**src/rtl/bbx_consts.svh**
```systemverilog
// Purpose: Constants for the byte and bit instruction executor.
// Assumes: 12-bit instruction words, 8-bit data path, 5-bit file address.
// Notes: Opcode fields are matched on the top bits of the word.
`ifndef BBX_CONSTS_SVH
`define BBX_CONSTS_SVH

// Widths
`define BBX_INSTR_W 12
`define BBX_DATA_W 8
`define BBX_ADDR_W 5
`define BBX_PORT_W 4

// Field positions
`define BBX_F_MSB 4
`define BBX_D_BIT 5
`define BBX_B_LSB 5
`define BBX_B_MSB 7

// Byte operations, match on word bits 11:6
`define BBX_OP_ADD 6'h07
`define BBX_OP_AND 6'h05
`define BBX_OP_MOV 6'h08

// Bit operations and literal AND, match on word bits 11:8
`define BBX_OP_BCLR 4'h4
`define BBX_OP_BSET 4'h5
`define BBX_OP_SKPC 4'h6
`define BBX_OP_SKPS 4'h7
`define BBX_OP_ANDL 4'he

// Whole-word and partial-word encodings
`define BBX_OP_CLR_ACC 12'h040
`define BBX_OP_DIR_LD 9'h000

// File addresses with side effects
`define BBX_ADDR_TIMER 5'h01
`define BBX_ADDR_PORT 5'h06
`define BBX_DIR_PORT 3'h6

// Reset values
`define BBX_RST_W 8'h00
`define BBX_RST_DIR 4'hf
`define BBX_RST_LATCH 4'h0

`endif

```
**src/rtl/bbx_pkg.sv**
```systemverilog
// Purpose: Types for the byte and bit instruction executor.
// Assumes: Used together with bbx_consts.svh.
// Notes: Flags travel as one packed struct.
package bbx_pkg;

  // Arithmetic status flags
  typedef struct packed {
    logic carry;
    logic digit_carry;
    logic zero;
  } bbx_flags_t;

  // Pending file register write
  typedef struct packed {
    logic we;
    logic [4:0] addr;
    logic [7:0] data;
  } bbx_fwr_t;

  // Executor sequencing
  typedef enum logic [1:0] {
    BBX_ST_RUN = 2'b01,
    BBX_ST_SKIP = 2'b10
  } bbx_state_t;

endpackage

```
**src/rtl/bbx_exec.sv**
```systemverilog
// Purpose: Executes byte-oriented, bit-oriented and a few literal and
//          control instructions of a small 12-bit instruction core.
// Assumes: One instruction per valid cycle; file register read data is
//          combinational from o_file_addr; i_pins is asynchronous.
// Notes: Port output latch and direction latch live here; the timer
//        and the rest of the file live outside.
`timescale 1ns/10ps
`default_nettype none
`include "bbx_consts.svh"

module bbx_exec
  import bbx_pkg::*;
(
  input wire logic i_clk,
  input wire logic i_rst_b,
  input wire logic i_ce,
  input wire logic i_instr_valid,
  input wire logic [`BBX_INSTR_W-1:0] i_instr,
  input wire logic [`BBX_DATA_W-1:0] i_file_rdata,
  input wire logic i_psa_timer,
  input wire logic [`BBX_PORT_W-1:0] i_pins,
  output logic [`BBX_ADDR_W-1:0] o_file_addr,
  output logic o_file_we,
  output logic [`BBX_ADDR_W-1:0] o_file_waddr,
  output logic [`BBX_DATA_W-1:0] o_file_wdata,
  output logic [`BBX_DATA_W-1:0] o_w,
  output bbx_flags_t o_flags,
  output logic o_skip,
  output logic o_prescaler_clr,
  output logic [`BBX_PORT_W-1:0] o_pin_out,
  output logic [`BBX_PORT_W-1:0] o_pin_oe_b
);

  // Pin synchroniser stages
  logic [`BBX_PORT_W-1:0] pin_meta;
  logic [`BBX_PORT_W-1:0] pin_sync;

  // Architectural state
  logic [`BBX_DATA_W-1:0] w_reg;
  bbx_flags_t flags;
  logic [`BBX_PORT_W-1:0] dir_latch;
  logic [`BBX_PORT_W-1:0] port_latch;
  bbx_fwr_t fwr;
  bbx_state_t state;
  logic skip_pulse;
  logic psc_pulse;

  // Next values from the decoder
  logic [`BBX_DATA_W-1:0] next_w;
  bbx_flags_t next_flags;
  bbx_fwr_t next_fwr;
  logic next_skip;
  logic next_psc;
  logic next_dir_ld;

  // Decode helpers
  logic [`BBX_ADDR_W-1:0] f_addr;
  logic dest_file;
  logic [2:0] bit_sel;
  logic [`BBX_DATA_W-1:0] f_val;
  logic [`BBX_DATA_W-1:0] bit_mask;
  logic [`BBX_DATA_W:0] sum;
  logic [4:0] low_sum;
  logic exec;
  logic is_add;
  logic is_and;
  logic is_mov;
  logic is_bclr;
  logic is_bset;
  logic is_skpc;
  logic is_skps;
  logic is_andl;
  logic is_clr;
  logic is_dir;
  logic [`BBX_DATA_W-1:0] and_res;

  assign f_addr = i_instr[`BBX_F_MSB:0];
  assign dest_file = i_instr[`BBX_D_BIT];
  assign bit_sel = i_instr[`BBX_B_MSB:`BBX_B_LSB];
  assign bit_mask = 8'h01 << bit_sel;
  assign o_file_addr = f_addr;

  // A word arriving during the skip slot is the discarded one
  assign exec = i_instr_valid && (state == BBX_ST_RUN);

  // Opcode match, one line per instruction
  assign is_add = (i_instr[11:6] == `BBX_OP_ADD);
  assign is_and = (i_instr[11:6] == `BBX_OP_AND);
  assign is_mov = (i_instr[11:6] == `BBX_OP_MOV);
  assign is_bclr = (i_instr[11:8] == `BBX_OP_BCLR);
  assign is_bset = (i_instr[11:8] == `BBX_OP_BSET);
  assign is_skpc = (i_instr[11:8] == `BBX_OP_SKPC);
  assign is_skps = (i_instr[11:8] == `BBX_OP_SKPS);
  assign is_andl = (i_instr[11:8] == `BBX_OP_ANDL);
  assign is_clr = (i_instr == `BBX_OP_CLR_ACC);
  assign is_dir = (i_instr[11:3] == `BBX_OP_DIR_LD);

  // Two-stage synchroniser on the port pins
  always_ff @(posedge i_clk or negedge i_rst_b) begin
    if (!i_rst_b) begin
      pin_meta <= '0;
      pin_sync <= '0;
    end else if (i_ce) begin
      pin_meta <= i_pins;
      pin_sync <= pin_meta;
    end
  end

  // Operand fetch: pins for the port, forwarding for a fresh write
  always_comb begin
    if (f_addr == `BBX_ADDR_PORT) begin
      f_val = {{(`BBX_DATA_W-`BBX_PORT_W){1'b0}}, pin_sync};
    end else if (fwr.we && (fwr.addr == f_addr)) begin
      f_val = fwr.data;
    end else begin
      f_val = i_file_rdata;
    end
  end

  // Sums for add; carry from bit 7, digit carry from bit 3
  assign sum = {1'b0, w_reg} + {1'b0, f_val};
  assign low_sum = {1'b0, w_reg[3:0]} + {1'b0, f_val[3:0]};

  // Register AND result
  assign and_res = w_reg & f_val;

  // Instruction decode and execute
  always_comb begin
    next_w = w_reg;
    next_flags = flags;
    next_fwr = '0;
    next_skip = 1'b0;
    next_dir_ld = 1'b0;
    next_fwr.addr = f_addr;
    if (exec) begin
      // Add, all three flags
      if (is_add) begin
        next_flags.carry = sum[`BBX_DATA_W];
        next_flags.digit_carry = low_sum[4];
        next_flags.zero = (sum[`BBX_DATA_W-1:0] == 8'h00);
        if (dest_file) begin
          next_fwr.we = 1'b1;
          next_fwr.data = sum[`BBX_DATA_W-1:0];
        end else begin
          next_w = sum[`BBX_DATA_W-1:0];
        end
      end else if (is_and) begin
        // Register AND, zero flag only
        next_flags.zero = (and_res == 8'h00);
        if (dest_file) begin
          next_fwr.we = 1'b1;
          next_fwr.data = and_res;
        end else begin
          next_w = and_res;
        end
      end else if (is_mov) begin
        // Move, zero flag only
        next_flags.zero = (f_val == 8'h00);
        if (dest_file) begin
          next_fwr.we = 1'b1;
          next_fwr.data = f_val;
        end else begin
          next_w = f_val;
        end
      end else if (is_bclr) begin
        // Bit clear, flags carried over
        next_fwr.we = 1'b1;
        next_fwr.data = f_val & ~bit_mask;
      end else if (is_bset) begin
        // Bit set, flags carried over
        next_fwr.we = 1'b1;
        next_fwr.data = f_val | bit_mask;
      end else if (is_skpc) begin
        // Skip when the tested bit is low
        next_skip = ~f_val[bit_sel];
      end else if (is_skps) begin
        // Skip when the tested bit is high
        next_skip = f_val[bit_sel];
      end else if (is_andl) begin
        // Literal AND into W
        next_w = w_reg & i_instr[7:0];
        next_flags.zero = ((w_reg & i_instr[7:0]) == 8'h00);
      end else if (is_clr) begin
        // Clear W, zero flag forced
        next_w = 8'h00;
        next_flags.zero = 1'b1;
      end else if (is_dir) begin
        // Only the port operand loads the direction latch
        next_dir_ld = (i_instr[2:0] == `BBX_DIR_PORT);
      end
    end
  end

  // A file write landing on the timer clears its prescaler when i_psa_timer is high
  assign next_psc = next_fwr.we && (f_addr == `BBX_ADDR_TIMER) &&
                    i_psa_timer;

  // Working register, one update per executed word
  always_ff @(posedge i_clk or negedge i_rst_b) begin
    if (!i_rst_b) begin
      w_reg <= `BBX_RST_W;
    end else if (i_ce) begin
      w_reg <= next_w;
    end
  end

  // Status flags; bit ops and skips carry them over
  always_ff @(posedge i_clk or negedge i_rst_b) begin
    if (!i_rst_b) begin
      flags <= '0;
    end else if (i_ce) begin
      flags <= next_flags;
    end
  end

  // File write port, one cycle after execution
  always_ff @(posedge i_clk or negedge i_rst_b) begin
    if (!i_rst_b) begin
      fwr <= '0;
      psc_pulse <= 1'b0;
    end else if (i_ce) begin
      fwr <= next_fwr;
      psc_pulse <= next_psc;
    end
  end

  // Port output latch follows writes to the port address
  always_ff @(posedge i_clk or negedge i_rst_b) begin
    if (!i_rst_b) begin
      port_latch <= `BBX_RST_LATCH;
    end else if (i_ce && next_fwr.we && (f_addr == `BBX_ADDR_PORT)) begin
      port_latch <= next_fwr.data[`BBX_PORT_W-1:0];
    end
  end

  // Direction latch; a one leaves its pin floating
  always_ff @(posedge i_clk or negedge i_rst_b) begin
    if (!i_rst_b) begin
      dir_latch <= `BBX_RST_DIR;
    end else if (i_ce && next_dir_ld) begin
      dir_latch <= w_reg[`BBX_PORT_W-1:0];
    end
  end

  // Skip pulse marks the slot whose word is dropped
  always_ff @(posedge i_clk or negedge i_rst_b) begin
    if (!i_rst_b) begin
      skip_pulse <= 1'b0;
    end else if (i_ce) begin
      skip_pulse <= next_skip;
    end
  end

  // Skip sequencing: the slot lasts until the next valid word, which is dropped
  always_ff @(posedge i_clk or negedge i_rst_b) begin
    if (!i_rst_b) begin
      state <= BBX_ST_RUN;
    end else if (i_ce) begin
      case (state)
        BBX_ST_RUN: begin
          // Enter the slot on a taken test
          if (next_skip) begin
            state <= BBX_ST_SKIP;
          end
        end
        BBX_ST_SKIP: begin
          // The next word to arrive is the one dropped
          if (i_instr_valid) begin
            state <= BBX_ST_RUN;
          end
        end
        default: begin
          state <= BBX_ST_RUN;
        end
      endcase
    end
  end

  // Outputs
  assign o_file_we = fwr.we;
  assign o_file_waddr = fwr.addr;
  assign o_file_wdata = fwr.data;
  assign o_w = w_reg;
  assign o_flags = flags;
  assign o_skip = skip_pulse;
  assign o_prescaler_clr = psc_pulse;

  // Port pins; a high enable_b bit releases its pin
  assign o_pin_out = port_latch;
  assign o_pin_oe_b = dir_latch;

endmodule
`default_nettype wire

```
**config.mk**
```make
export PLATFORM = sky130hd
export DESIGN_NAME = bbx_exec
export DESIGN_NICKNAME = d
export VERILOG_FILES = /design/src/rtl/bbx_pkg.sv /design/src/rtl/bbx_exec.sv
export VERILOG_INCLUDE_DIRS = /design/src /design/src/rtl
export SDC_FILE = /design/constraint.sdc
export NUM_CORES = 1
export LEC_CHECK = 0
export BUFFER_PORTS_ARGS = -buffer_cell sky130_fd_sc_hd__buf_4
export CAP_MARGIN = 10
export CORE_ASPECT_RATIO = 1.75
export CORE_MARGIN = 3
export CORE_UTILIZATION = 42
export CTS_BUF_LIST = sky130_fd_sc_hd__clkbuf_16
export CTS_CLUSTER_SIZE = 10
export DETAILED_ROUTE_END_ITERATION = 16
export PLACE_DENSITY = 0.68
export REMOVE_ABC_BUFFERS = 1
export SYNTH_ARGS = -nofsm -noshare
export SYNTH_HDL_FRONTEND = slang
export SYNTH_SLANG_ARGS = --single-unit
```
**constraint.sdc**
```tcl
create_clock -name i_clk -period 5.7 [get_ports i_clk]
set_input_delay 0.57 -clock i_clk [delete_from_list [all_inputs] [get_ports i_clk]]
set_output_delay 0.57 -clock i_clk [all_outputs]
set_load 0.01 [all_outputs]
```
# Word level (Yosys, flattened, before mapping)
# Cells that the tools add are included.
# op_classes
addsub	2
order_cmp	1
mux	63
n_bitwise	6
eq_ne	24
n_shift	1
reduce_logical	17
# op_table
op	count
8-bit 2-to-1 mux	23
1-bit 2-to-1 mux	36
8-bit logical NOT	4
8-bit AND	3
4-bit by 3-bit equality test with 1-bit output, second input constant	4
4-bit inequality test, second input constant	4
12-bit by 7-bit equality test with 1-bit output, second input constant	1
6-bit by 3-bit equality test with 1-bit output, second input constant	2
2-bit inequality test, second input constant	5
10-bit AND reduction	1
8-bit by 8-bit adder with 9-bit output	1
9-bit logical NOT	1
8-bit NOT	1
8-bit bitwise OR	1
1-bit by 3-bit << shifter with 8-bit output, first input constant	1
1-bit logical AND	7
7-bit AND reduction	1
6-bit by 4-bit equality test with 1-bit output, second input constant	1
3-bit AND reduction	2
4-bit by 4-bit adder with 5-bit output	1
5-bit by 1-bit equality test with 1-bit output, second input constant	1
5-bit by 3-bit equality test with 1-bit output, second input constant	1
5-bit equality test	1
5-bit nonzero test	1
9 further kinds	10
# word_totals
wordCells	128
out_inout_bits	40
inputBits	29
ff_bits	45

# Depth between registers and ports, before layout
# depth
depth_word	16
ltp_mapped	17
mapped_depth_nobuf	15

# Worst setup path after synthesis
# Ideal clock, no wire load.
# synth_path
path_kind	in2reg
from	in i_instr[4]
to	reg fwr (netlist bit o_file_wdata[6])
path_slack_ps	2263
path_stages	16
setup_ps	82
arrival_ps	3355
required_time_ps	5618
n_path_buf	2
path_cell_list	nor3_1 nand3_1 buf_2 buf_2 a31oi_1 ha_1 inv_1 fa_1 nor2b_1 o21ai_0 a21boi_0 o21ai_0 a2111o_1 nand3_1 nand2_1 a31oi_1
# synth_between
elab_chain_cells	11
elab_cells_between_ends	18
classes_between	1 x add/sub; 2 x eq/ne; 11 x mux; 3 x bitwise; 1 x reduce/logical
# synth_lines
item	line	text
start: declaration	bbx_exec.sv:18	input wire logic [`BBX_INSTR_W-1:0] i_instr,
5-bit equality test	bbx_exec.sv:113	end else if (fwr.we && (fwr.addr == f_addr)) begin
1-bit logical AND	bbx_exec.sv:113	
8-bit 2-to-1 mux	bbx_exec.sv:113	
8-bit 2-to-1 mux (*)	bbx_exec.sv:111	if (f_addr == `BBX_ADDR_PORT) begin
branches (longest 5 deep; another with 8-bit by 8-bit adder with 9-bit output)	--	
8-bit 2-to-1 mux (*)	bbx_exec.sv:137	if (is_add) begin
8-bit 2-to-1 mux (*)	bbx_exec.sv:135	if (exec) begin
end signal: assignment	bbx_exec.sv:222	fwr <= next_fwr;
end: declaration	bbx_exec.sv:43	bbx_fwr_t fwr;
# Mark *: on every way between the ends.
# A chain may end at the register's enable or synchronous reset.

# Worst setup path in the final report
# layout_path
from	in i_instr[2]
to	reg w_reg[6] (netlist: o_w[6])
# layout_between
elab_chain_cells	8
elab_cells_between_ends	16
classes_between	1 x add/sub; 3 x eq/ne; 8 x mux; 1 x bitwise; 3 x reduce/logical
# layout_lines
item	line	text
branches (longest 8 deep; another with 8-bit by 8-bit adder with 9-bit output)	--	
end signal: assignment	bbx_exec.sv:201	w_reg <= `BBX_RST_W;
end signal: assignment	bbx_exec.sv:203	w_reg <= next_w;
end: declaration	bbx_exec.sv:39	logic [`BBX_DATA_W-1:0] w_reg;
# Parallel ways; which one is timed is not known. The select of a mux whose other input is x is not followed.

==> run_results.csv <==
group,metric,value,unit
synth,synthArstFlopShare,1.00,
synth,synth-edff-count,0,
cts,clock_buffers_created_by_tritoncts,5,
global_routing,use_met3,0.0332,
synth,synth.yosys.seq_area_share,0.354,
floorplan,design.die.area,8730,um2
placement,gpl.final_weighted_congestion,0.932,
cts,tritoncts,"built",
cts,cts_sinks,45,
setup_path,critical_setup_path_kind,"input port to flip-flop",
detailed_routing,routed_wl,11.0,mm
cts,clock_latency,290,ps
cts,cts-htree-levels,2,
floorplan,floorplan.initialDensity,0.439,
cts,cts_setup_buffers,0,
global_routing,antenna_found_initial,0,
setup_path,worstPathCellList,"buf_4 -> xnor2_1 -> and4_1 -> nand3_1 -> a31oi_1 -> ha_1 -> inv_1 -> fa_1 -> nor2b_1 -> o21ai_0 -> a21boi_0 -> o21ai_0 -> a2111o_1 -> nand3_1 -> a21oi_1 -> o22ai_1",
cts,clkSlewWorstSetupHoldPaths,70,ps
synth,synth_area,3200,um2
detailed_routing,drt_iter0_drcs,204,
placement,port-buffer-count,68,
detailed_routing,via_per_inst,6.11,
layout,area.growth.synth_to_final,22.2,%
timing,final.setup_skew,5.37,ps
power_and_ir_drop,vdd.ir_drop.worst,0.247,mV
global_routing,number_of_global_route_vias_before_repair,3144,
worst_hold_path,worst_hold_path_type,"input port to async pin",
setup_path,crit_path_end_kind,"flip-flop",
global_routing,gr_util_met1,0.300,
outcome,status,"completed",
layout,area_used_by_multi_input_combinational_logic,1870,um2
layout,layout.cells.most_common,"sky130_fd_sc_hd__buf_4",
synth,average_cell_area_after_synthesis,8.73,um2
timing,final_number_of_hold_violating_endpoints,0,
floorplan,die-height,121,um
floorplan,die_w,71.9,um
layout,antenna-diode-count,0,
timing,totalNegativeSetupSlack,0,ps
layout,layout-drive-gt1-share,0.279,
timing,fmax,269,MHz
cts,ctsLongestPathBuffers,2,
global_routing,gr-max-usage-layer,"met2",
detailed_routing,routed-via-count,3128,
setup_path,crit_path_max_fanout,8,
layout,postLayoutCoreUtil,0.536,
layout,filler_cell_count,719,
layout,layout.area.seq,1130,um2
floorplan,io-pin-count,69,
power_and_ir_drop,power.density_cell_area,262,nW/um2
detailed_routing,route.detailed.drc,0,
synth,synth.distinct_cells,61,
setup_path,required_time_at_the_endpoint_of_the_critical_path,5910,ps
cts,cts.repair.resized,0,
global_routing,grt_max_degree,46,
timing,unrepaired_setup_endpoints_after_global_routing,"false",
timing,timing.final.crit_share,0.652,
detailed_routing,route.antenna.remaining_nets,0,
timing,worstMarginPinSlew,684,ps
detailed_routing,wl_per_cell,21.4,um
synth,synth_cells,366,
setup_path,startpoint_type,"input port",
synth,ys.flop_type,"sky130_fd_sc_hd__dfrtp_1",
timing,relSlewSlack,0.542,
timing,pins_over_their_slew_limit,0,
global_routing,groute.layer.met2.usage,0.463,
floorplan,fp.coreArea,7280,um2
global_routing,grt_pass1_wl,17.2,mm
job,maxCapViolCount,0,
global_routing,global_route.usage.total,0.262,
placement,dp_hpwl,8.44,mm
cts,cts-hold-fix-buffers,0,
power_and_ir_drop,power.leakage,1.74,nW
timing,post-route-min-period,3720,ps
layout,post_layout_net_count,463,
timing,setup_violations,0,
synth,yosys_warnings,0,
setup_path,master_of_the_slowest_instance_on_the_critical_path,"sky130_fd_sc_hd__a2111o_1",
synth,yosys_register_bits,45,
detailed_routing,drtPass1Iterations,5,
cts,clock-root-buffer,"sky130_fd_sc_hd__clkbuf_16",
floorplan,std_cell_rows,41,
layout,layout_common_cells,"sky130_fd_sc_hd__buf_4 (72), sky130_fd_sc_hd__dfrtp_1 (40), sky130_fd_sc_hd__nand2_1 (37), sky130_fd_sc_hd__a21oi_1 (36), sky130_fd_sc_hd__o21ai_0 (27)",
setup_path,timing.critical_path.arrival,3930,ps
global_routing,grt.overflow.total,0,
setup_path,critPathMaxStageDelay,440,ps
## final cells by class
cell class	count	area share
Clock buffer	5	0.0321
Clock inverter	3	0.0128
Inverter	21	0.0202
Multi-Input combinational cell	280	0.479
Sequential cell	45	0.290
Tap cell	86	0.0276
Timing Repair Buffer	72	0.138
## where the power goes
| part | total, mW | switching (mW) | internal [mW] |
|---|---|---|---|
| registers | 0.384 | 0.0346 | 0.349 |
| clock network | 0.346 | 0.135 | 0.211 |
| logic | 0.294 | 0.166 | 0.128 |
| total | 1.02 | 0.335 | 0.688 |
## critical path, delay by kind of cell
family,cells,cell delay [ps]
AOI/OAI and AO/OA,7,1490
xor gates and xnor gates,1,230
adders and majority gates,2,690
buffers and inverters,2,240
and+or+nand+nor,4,680
## logic make-up after synthesis
logic type	after synthesis	synth area share
buffers and inverters	41	0.0607
adders and majority gates	9	0.0376
AOI/OAI and AO/OA	117	0.229
and+or+nand+nor	116	0.191
DFF	45	0.354
xor gates and xnor gates	11	0.0302
muxes	27	0.0967
## through the flow
stage	total power, mW	setup slack (ps)	hold slack (ps)	area (um2)	std cells
after CTS	1.03	2050	299	3900	512
after detailed placement	0.683	1760	476	3730	504
after global routing	1.07	1620	307	3900	512
after floorplan	0.543	2180	274	3080	346
after global placement	0.682	1710	471	3730	504
final	1.02	1980	272	3900	512
## flip-flops by register name, summed over array words and instances (netlist names)
signal and cells:
o_skip 1, o_flags 3, o_pin_out 4, o_prescaler_clr 1
state 2, pin_sync 4, o_file_waddr 5, pin_meta 4
o_pin_oe_b 4, o_file_wdata 8, o_file_we 1, o_w 8
## synthesized netlist by cell type, drive strengths merged (2+ instances only)
cell type / instances / area share
a21o: 2 / 0.0047
nor2b: 5 / 0.0098
and4: 2 / 0.0055
mux2: 21 / 0.074
nand2b: 2 / 0.0039
and2: 5 / 0.0098
nor2: 21 / 0.025
nor3: 10 / 0.023
a21boi: 2 / 0.0047
buf: 13 / 0.028
o21ai: 30 / 0.047
nor4: 3 / 0.0078
a31o: 2 / 0.0055
nand2: 39 / 0.049
a2bb2oi: 2 / 0.0055
clkbuf: 7 / 0.0082
o21a: 2 / 0.0047
nand4: 4 / 0.0098
ha: 8 / 0.031
a22o: 3 / 0.0082
nand3: 15 / 0.023
o221ai: 4 / 0.011
a211oi: 2 / 0.0078
o22ai: 7 / 0.014
a22oi: 3 / 0.0070
a31oi: 10 / 0.020
dfrtp: 40 / 0.31
o31ai: 3 / 0.0070
inv: 21 / 0.025
mux2i: 5 / 0.016
a21oi: 36 / 0.056
o2bb2ai: 3 / 0.0082
dfstp: 5 / 0.041
and3: 4 / 0.0078
xor2: 3 / 0.0082
xnor2: 8 / 0.022
## metal layers
layer	routed length [um]	vias up
met2	5840	121
met4	474	0
li1	-	1455
met1	4110	1523
met3	538	29
met5	0	-
## final timing paths
kind,start,endpoint,slack [ps],cells after the start
worst max-delay path,i_instr[2],o_w[6],1980,16
worst min-delay path,i_rst_b,o_w[3],270,1
worst max register to register,o_file_waddr[3],o_w[6],1990,15
worst min register to register,o_pin_oe_b[2],o_pin_oe_b[2],480,2
max in group asynchronous,i_rst_b,o_flags[1],5020,1
min in group i_clk,o_pin_oe_b[2],o_pin_oe_b[2],480,2
Note: power is estimated with default switching activity, not from simulation.
